$ cat src/rsr_defines.svh
// register map, field positions and sizes of the rate and status readback bank
`ifndef RSR_DEFINES_SVH
`define RSR_DEFINES_SVH

// ****************************************************************
// register addresses on the control port
// ****************************************************************
`define RSR_ADDR_W 8
`define RSR_RATIO_LSB 8'h42
`define RSR_RATIO_MSB 8'h45
`define RSR_CS_LSB 8'h46
`define RSR_CS_MSB 8'h5D

// ****************************************************************
// sizes and reset values
// ****************************************************************
`define RSR_RATIO_W 32
`define RSR_CS_BITS 8'hC0
`define RSR_CS_BYTES 24
`define RSR_CS_IDX_W 5
`define RSR_RATIO_RST 32'h0000_0000
`define RSR_BYTE_RST 8'h00
`define RSR_UNMAPPED 8'h00

`endif

$ cat src/rsr_pkg.sv
// shared types of the rate and status readback bank
package rsr_pkg;
    typedef logic [7:0] rsr_byte_t;
    typedef logic [7:0] rsr_addr_t;
    typedef logic [31:0] rsr_ratio_t;
    // source of the byte travelling down the read pipeline
    typedef enum logic [1:0] {
        RSR_SEL_NONE = 2'b00,
        RSR_SEL_RATIO = 2'b01,
        RSR_SEL_CS = 2'b10
    } rsr_sel_t;
endpackage

$ cat src/rsr_cs_mem.sv
// byte memory holding the received channel-status block
`timescale 1ns/100ps
`include "rsr_defines.svh"
module rsr_cs_mem #(
    parameter int DEPTH = `RSR_CS_BYTES,
    parameter int IDX_W = `RSR_CS_IDX_W
) (
    // clock, reset, enable
    input wire logic sys_clk_in,
    input wire logic nrst_in,
    input wire logic ce_in,
    // write side
    input wire logic wr_en_in,
    input wire logic [IDX_W-1:0] wr_idx_in,
    input wire rsr_pkg::rsr_byte_t wr_data_in,
    // read side
    input wire logic [IDX_W-1:0] rd_idx_in,
    output rsr_pkg::rsr_byte_t rd_data_out
);
    import rsr_pkg::*;

    rsr_byte_t mem_r [DEPTH];
    rsr_byte_t rd_data_r;
    rsr_byte_t rd_data_nxt;

    // read data selection, out-of-range index reads zero
    always_comb begin
        rd_data_nxt = `RSR_BYTE_RST;
        if (int'(rd_idx_in) < DEPTH) begin
            rd_data_nxt = mem_r[rd_idx_in];
        end
    end

    // storage and registered read port, cleared at reset
    always_ff @(posedge sys_clk_in or negedge nrst_in) begin
        if (!nrst_in) begin
            for (int i = 0; i < DEPTH; i++) begin
                mem_r[i] <= `RSR_BYTE_RST;
            end
            rd_data_r <= `RSR_BYTE_RST;
        end else if (ce_in) begin
            if (wr_en_in && (int'(wr_idx_in) < DEPTH)) begin
                mem_r[wr_idx_in] <= wr_data_in;
            end
            rd_data_r <= rd_data_nxt;
        end
    end

    assign rd_data_out = rd_data_r;
endmodule

$ cat src/rsr_readback.sv
// rate ratio snapshot and channel-status readback bank on the control port
// Behaviour
// ratio is read-only, host cannot alter it
// ratio bytes at registers 66 to 69
// ratio scales master clock to raw_sample_rate
// reading byte 66 latches whole ratio
// host reads ratio bytes lowest first
// 192-bit status at registers 70 to 93
// received status bits readable by host
// status bits stored raw, not interpreted
// first received bit lands in bit 0, register 70
`timescale 1ns/100ps
`include "rsr_defines.svh"
module rsr_readback #(
    parameter int RATIO_W = `RSR_RATIO_W,
    parameter int CS_BYTES = `RSR_CS_BYTES
) (
    // clock, reset, enable
    input wire logic sys_clk_in,
    input wire logic nrst_in,
    input wire logic ce_in,
    // ratio from the rate tracker, master clock domain
    input wire rsr_pkg::rsr_ratio_t rate_ratio_in,
    // serial channel-status bits from the receiver, master clock domain
    input wire logic cs_bit_in,
    input wire logic cs_bit_valid_in,
    input wire logic cs_block_start_in,
    // control port read access
    input wire logic rd_en_in,
    input wire rsr_pkg::rsr_addr_t rd_addr_in,
    output rsr_pkg::rsr_byte_t rd_data_out,
    output logic rd_valid_out
);
    import rsr_pkg::*;

    // ****************************************************************
    // operating notes
    // ****************************************************************
    // a read taken on an enabled edge answers on the next enabled edge with
    // rd_valid_out for one cycle; rd_data_out then holds until the next answer
    // reads may follow back to back, one per enabled edge
    // the ratio snapshot loads only when its lowest byte is read; a host that
    // reads the upper bytes first gets bytes of an older ratio
    // the live low byte returned on that read equals the new snapshot
    // status bits arrive lsb first and byte 0 first; the first bit is bit 0 of byte 0
    // a status byte is written whole on its eighth bit; a block cut short keeps
    // the higher bytes of the previous block, so a read may mix two blocks
    // a read on the edge that writes a status byte still returns the old byte
    // unmapped addresses answer normally with zero data
    // reset clears the snapshot and every status byte to zero
    // ce_in low freezes every register, the status memory included

    // ****************************************************************
    // declarations
    // ****************************************************************
    rsr_ratio_t snap_r, snap_nxt;
    logic [7:0] cs_cnt_r, cs_cnt_nxt;
    rsr_byte_t cs_shift_r, cs_shift_nxt;
    logic cs_we;
    logic [`RSR_CS_IDX_W-1:0] cs_widx;
    rsr_byte_t cs_wdata;
    logic [`RSR_CS_IDX_W-1:0] cs_ridx;
    rsr_byte_t cs_rdata;
    rsr_sel_t p_sel_r, p_sel_nxt;
    rsr_byte_t p_byte_r, p_byte_nxt;
    logic p_vld_r, p_vld_nxt;
    rsr_byte_t rd_data_r, rd_data_nxt;
    logic rd_valid_r, rd_valid_nxt;
    logic [7:0] ratio_ofs;
    logic [7:0] cs_ofs;
    logic hit_ratio, hit_cs;

    // ****************************************************************
    // address decode
    // ****************************************************************
    // offsets within each register group
    // the subtraction wraps below a group base; the range tests keep those out
    assign ratio_ofs = rd_addr_in - `RSR_RATIO_LSB;
    assign cs_ofs = rd_addr_in - `RSR_CS_LSB;
    assign hit_ratio = (rd_addr_in >= `RSR_RATIO_LSB) && (rd_addr_in <= `RSR_RATIO_MSB);
    assign hit_cs = (rd_addr_in >= `RSR_CS_LSB) && (rd_addr_in <= `RSR_CS_MSB);
    assign cs_ridx = cs_ofs[`RSR_CS_IDX_W-1:0]; // byte n at register 70 plus n

    // ****************************************************************
    // ratio snapshot
    // ****************************************************************
    // the snapshot only loads on a read of the lowest byte, never by a write
    // the bank has no write path at all, so the host cannot alter the ratio
    always_comb begin
        snap_nxt = snap_r;
        if (rd_en_in && (rd_addr_in == `RSR_RATIO_LSB)) begin
            snap_nxt = rate_ratio_in; // see R4, see R1
        end
    end

    // snapshot register
    always_ff @(posedge sys_clk_in or negedge nrst_in) begin
        if (!nrst_in) begin
            snap_r <= `RSR_RATIO_RST;
        end else if (ce_in) begin
            snap_r <= snap_nxt;
        end
    end

    // ****************************************************************
    // channel-status capture
    // ****************************************************************
    // bits shift in lsb first; every eighth bit writes a whole byte
    always_comb begin
        cs_cnt_nxt = cs_cnt_r;
        cs_shift_nxt = cs_shift_r;
        cs_we = 1'b0;
        cs_widx = cs_cnt_r[7:3];
        cs_wdata = {cs_bit_in, cs_shift_r[7:1]};
        if (cs_bit_valid_in) begin
            if (cs_block_start_in) begin
                // first bit of a block restarts at byte 0 bit 0
                cs_cnt_nxt = 8'h01;
                cs_shift_nxt = {cs_bit_in, 7'h00};
                cs_widx = '0;
            end else if (cs_cnt_r < `RSR_CS_BITS) begin
                cs_cnt_nxt = cs_cnt_r + 8'h01;
                cs_shift_nxt = {cs_bit_in, cs_shift_r[7:1]};
                // only a completed byte is written, a partial one never
                cs_we = (cs_cnt_r[2:0] == 3'h7); // raw bits, no decoding
            end
        end
    end

    // bit counter and partial byte
    always_ff @(posedge sys_clk_in or negedge nrst_in) begin
        if (!nrst_in) begin
            cs_cnt_r <= `RSR_CS_BITS; // parked: bits without a block start are ignored
            cs_shift_r <= `RSR_BYTE_RST;
        end else if (ce_in) begin
            cs_cnt_r <= cs_cnt_nxt;
            cs_shift_r <= cs_shift_nxt;
        end
    end

    // received status bytes, read through a registered port
    rsr_cs_mem #(
        .DEPTH(CS_BYTES),
        .IDX_W(`RSR_CS_IDX_W)
    ) u_cs_mem (
        .sys_clk_in(sys_clk_in),
        .nrst_in(nrst_in),
        .ce_in(ce_in),
        .wr_en_in(cs_we),
        .wr_idx_in(cs_widx),
        .wr_data_in(cs_wdata),
        .rd_idx_in(cs_ridx),
        .rd_data_out(cs_rdata)
    );

    // ****************************************************************
    // read pipeline
    // ****************************************************************
    // stage one picks the ratio byte, stage two merges memory data
    always_comb begin
        p_vld_nxt = rd_en_in;
        p_sel_nxt = RSR_SEL_NONE;
        p_byte_nxt = `RSR_UNMAPPED;
        if (rd_en_in && hit_ratio) begin
            p_sel_nxt = RSR_SEL_RATIO;
            case (ratio_ofs[1:0])
                2'h0: begin
                    p_byte_nxt = rate_ratio_in[7:0]; // live value equals new snapshot
                end
                2'h1: begin
                    p_byte_nxt = snap_r[15:8]; // upper bytes from snapshot
                end
                2'h2: begin
                    p_byte_nxt = snap_r[23:16];
                end
                default: begin
                    p_byte_nxt = snap_r[31:24];
                end
            endcase
        end else if (rd_en_in && hit_cs) begin
            p_sel_nxt = RSR_SEL_CS;
        end
        // stage two: the memory answers one edge after the address it saw
        rd_valid_nxt = p_vld_r;
        rd_data_nxt = rd_data_r;
        if (p_vld_r) begin
            case (p_sel_r)
                RSR_SEL_RATIO: begin
                    rd_data_nxt = p_byte_r;
                end
                RSR_SEL_CS: begin
                    rd_data_nxt = cs_rdata;
                end
                default: begin
                    rd_data_nxt = `RSR_UNMAPPED;
                end
            endcase
        end
    end

    // read pipeline registers; the last two drive the output ports
    always_ff @(posedge sys_clk_in or negedge nrst_in) begin
        if (!nrst_in) begin
            p_sel_r <= RSR_SEL_NONE;
            p_byte_r <= `RSR_BYTE_RST;
            p_vld_r <= 1'b0;
            rd_data_r <= `RSR_BYTE_RST;
            rd_valid_r <= 1'b0;
        end else if (ce_in) begin
            p_sel_r <= p_sel_nxt;
            p_byte_r <= p_byte_nxt;
            p_vld_r <= p_vld_nxt;
            rd_data_r <= rd_data_nxt;
            rd_valid_r <= rd_valid_nxt;
        end
    end

    // ****************************************************************
    // outputs
    // ****************************************************************
    // both ports come straight from the last pipeline registers
    assign rd_data_out = rd_data_r;
    assign rd_valid_out = rd_valid_r;
endmodule

$ cat config.mk
export PLATFORM = sky130hd
export DESIGN_NAME = rsr_readback
export DESIGN_NICKNAME = d
export VERILOG_FILES = /design/src/rsr_pkg.sv /design/src/rsr_cs_mem.sv /design/src/rsr_readback.sv
export VERILOG_INCLUDE_DIRS = /design/src
export SDC_FILE = /design/constraint.sdc
export NUM_CORES = 1
export LEC_CHECK = 0
export BUFFER_PORTS_ARGS = -buffer_cell sky130_fd_sc_hd__buf_2
export CAP_MARGIN = 20
export CORE_AREA = 3 3 137 152
export CTS_CLUSTER_SIZE = 25
export DETAILED_ROUTE_END_ITERATION = 12
export DIE_AREA = 0 0 140 155
export HOLD_SLACK_MARGIN = 0.05
export PLACE_DENSITY = 0.79
export SLEW_MARGIN = 10
export SYNTH_ARGS = -nofsm -noshare
export SYNTH_HDL_FRONTEND = slang
export SYNTH_SLANG_ARGS = --single-unit
$ cat constraint.sdc
create_clock -name sys_clk_in -period 2.7 [get_ports sys_clk_in]
set_input_delay 0.135 -clock sys_clk_in [delete_from_list [all_inputs] [get_ports sys_clk_in]]
set_output_delay 0.135 -clock sys_clk_in [all_outputs]
set_load 0.05 [all_outputs]
==> metrics.md <==
| Metric | Value |
|---|---|
| Aggregate global-route resource usage | `25.8%` |
| Antenna-violating nets left | `0` |
| Synth Instances | `832` |
| Clk buf depth | `3` |
| DR WL/cell | `roughly 23 µm` |
| DP Worst Slack | `183 ps` |
| Type of destination of the critical path | `register` |
| Placed Instances | `~1100` |
| VDD IR max | `approximately 0.59 mV` |
| Comb pwr share | `around 6.2%` |
| Clock power frac | `about 44%` |
| Worst EP arrival | `2960 ps` |
| Reg2reg path depth | `5` |
| Syn nets | `884` |
| DR vias/cell | `6.34` |
| Critical Path RT | `about 3100 ps` |
| # fillers | `between 1000 and 1500` |
| Top-count cell post-synth | `dfrtp_1` |
| CTS tree | `built` |
| Die Span Y | `155 µm` |
| First-pass GRT wire length | `44300 µm` |
| Clk Latency, worst-skew pair | `roughly 530 ps` |
| Initial antenna violation count | `0` |
| Switching share of total power | `22.6%` |
| Setup crit start kind | `register` |
| Min-Delay Path Class | `primary input to register` |
| R2R Setup Slk | `140 ps` |
| Setup repair after global routing missed its margin | `false` |
| Synth warn | `0` |
| Die ar. | `21700 µm²` |
| Diode count | `0` |
| Flop pwr share | `between 40% and 50%` |
| Final Skew | `11.1 ps` |
| LEAKAGE | `6.54 nW` |
| Total gr overflow | `0` |
| Fraction of registers with async set/reset | `100%` |
| Minimum clock period | `2560 ps` |
| H-tree lvl count | `1` |
| Power Dens Cells | `~600 nW/µm²` |
| Design Power | `8.10 mW` |
| Cell internal pwr | `about 6.3 mW` |
| Top-area cell type share of the netlist area | `a little over half` |
| Initial core utilization | `62.3%` |
| Yosys cell types | `55` |
| Total Routed Length | `27400 µm` |
| Status | `complete, no violations` |
| Psw | `1.83 mW` |
| Setup tns final | `0 ps` |
| Worst Tran Pin Value | `995 ps` |
| Synth top cells by count | `257 x dfrtp_1, 213 x mux2_2, 44 x mux2i_1` |
| Pin count of the biggest net entering global routing | `87` |
| Crit Path Max Fanout | `8` |
| Layout cell share with drive strength beyond 1 | `between 40% and 50%` |
| Avg Inst Size Synth | `between 10 and 15 µm²` |
| CP max-delay cell | `nor2_2` |
| Final RePlAce weighted congestion | `between 0.8 and 0.9` |
| Die W | `about 140 µm` |
| Non-Filler Instances | `approximately 1200` |
| Hold Vio Cnt, Final | `0` |
| Post-route DRC | `0` |
| Clk root buf | `clkbuf_16` |
| Worst Setup EP | `u_cs_mem.mem_r[144]` |
| Total number of vias | `7401` |
| Fmax | `391 MHz` |
| Drt pass-1 iters | `5` |
| Area of the multi-input gates | `a little over 5000 µm²` |
| Clock Sinks | `259` |
| Input/output buffers | `55` |
| Core area | `slightly below 20000 µm²` |
| Clock slew at reported path FFs | `60 ps` |
| Synth-to-Final Area Change | `13.6%` |
| Kind of critical path | `register to register` |
| Fin crit share | `between 90 and 100%` |
| Top-level I/O count | `56` |
| WP depth | `5` |
| Setup bufs post-CTS | `0` |
| Final setup violation count | `0` |
| Placed Instance Area | `12500 µm²` |
| Layout Utilization | `just over 70%` |
| Biggest area consumer among synthesized cells | `dfrtp_1` |
| Max-slew violations | `0` |
| Worst slew margin | `roughly a third` |
| Max-Cap Viols | `0` |
| Vias in the first global route | `7989` |
| Min setup slack post-route | `145 ps` |
| CP cell instances | `nand2_1 -> nor3b_2 -> nand4b_1 -> nor2_2 -> mux2_2` |
| FF/Latch Area | `6480 µm²` |
| Critical Path Start | `cs_cnt_r[6]` |
| CP peak stage delay | `650 ps` |
| Number of synthesized flops with an enable pin | `0` |
| CP Buf/Inv Count | `0` |
| Hold Slack | `83.5 ps` |
| Finished Cell Area | `13600 µm²` |
| Synthesized flop and latch total | `between 200 and 300` |
| Reg2Reg Launch Point | `cs_cnt_r[6]` |
| Detailed Place HPWL | `18000 µm` |
| Synth area leaders | `dfrtp_1 54%, mux2_2 20%, mux4_2 7.9%` |
| Critical R2R Capture | `u_cs_mem.mem_r[144]` |
| Synth Flop Type | `dfrtp_1` |
| Synth Cell Area | `about 12000 µm²` |
| Top Family by Delay on Critical Path | `simple AND/OR/NAND/NOR gates` |
| Nets | `955` |
| Register area share after synthesis | `54.1%` |
| Initial DRC Count | `roughly 530` |
| Std-Cell Rows | `53` |
| Total CTS buffers | `26` |
## registers in the layout (all words and copies together), names as in the netlist, 2 cells and up
signal,cells
snap_r,24
cs_shift_r,7
u_cs_mem.rd_data_out,8
p_byte_r,8
rd_data_out,8
cs_cnt_r,8
u_cs_mem.mem_r,192
p_sel_r,2
## worst min path at each step
stage,from,endpoint,cells past startpoint
3_3_place_gp,nrst_in,snap_r[19],1
6_report,cs_block_start_in,cs_cnt_r[6],3
3_5_place_dp,nrst_in,p_byte_r[5],1
2_1_floorplan,nrst_in,cs_cnt_r[0],0
5_1_grt,nrst_in,snap_r[20],2
4_1_cts,cs_block_start_in,cs_cnt_r[6],3
## worst register-to-register path: cells and delay by family (launching register included)
kind | cells | cell delay [ps]
muxes | 1 | 420
DFF | 1 | 410
and+or+nand+nor | 4 | 1600
## layout by cell type (no fill, tap or decap), types with 19 or more instances in the layout
| master | count |
|---|---|
| o21ai_0 | 22 |
| dlygate4sd3_1 | 27 |
| buf_2 | 53 |
| a22oi_1 | 22 |
| mux2_2 | 213 |
| mux4_2 | 42 |
| clkbuf_16 | 27 |
| dfrtp_1 | 257 |
| mux2i_1 | 44 |
| nand2_1 | 19 |
## layout make-up
class | instances | area share [%]
clock buffer | 40 | 5.91
clock inverter | 6 | 0.404
inverter | 17 | 0.469
multi-input combinational | 500 | 38.1
sequential | 259 | 47.6
tap | 247 | 2.27
timing repair buffer | 99 | 5.22
## repair_timing
| action | 4_1_cts | 5_1_grt |
|---|---|---|
| hold endpoints to repair | 245 | 0 |
| hold buffers | 27 | 0 |
| gates resized for setup | 0 | 0 |
## routing by layer
layer	track usage, %	vias to the layer above	part of all wire (%)
li1	-	3214	-
met1	34.1	3885	40
met2	44.7	240	52
met3	3.66	62	5.4
met4	8.08	0	3.1
met5	0	-	0
## cell families after synthesis
| family | share of synthesized area, % |
|---|---|
| fa+ha+maj | 0.522 |
| mux | 32.3 |
| flops | 54.1 |
| compound gates | 4.83 |
| xor+xnor | 0.365 |
| buf+inv | 2.63 |
| simple gates | 5.21 |
## power groups by stage
stage               Clock, mW  Sequential (mW)  Combinational, mW
CTS                      3.63             4.03              0.505
floorplan                   0             4.03              0.295
finish                   3.57             4.03              0.502
global placement            0             4.09              0.457
detailed placement          0             4.10              0.470
global route             3.80             4.03              0.548
(Power assumes the default switching activity.)
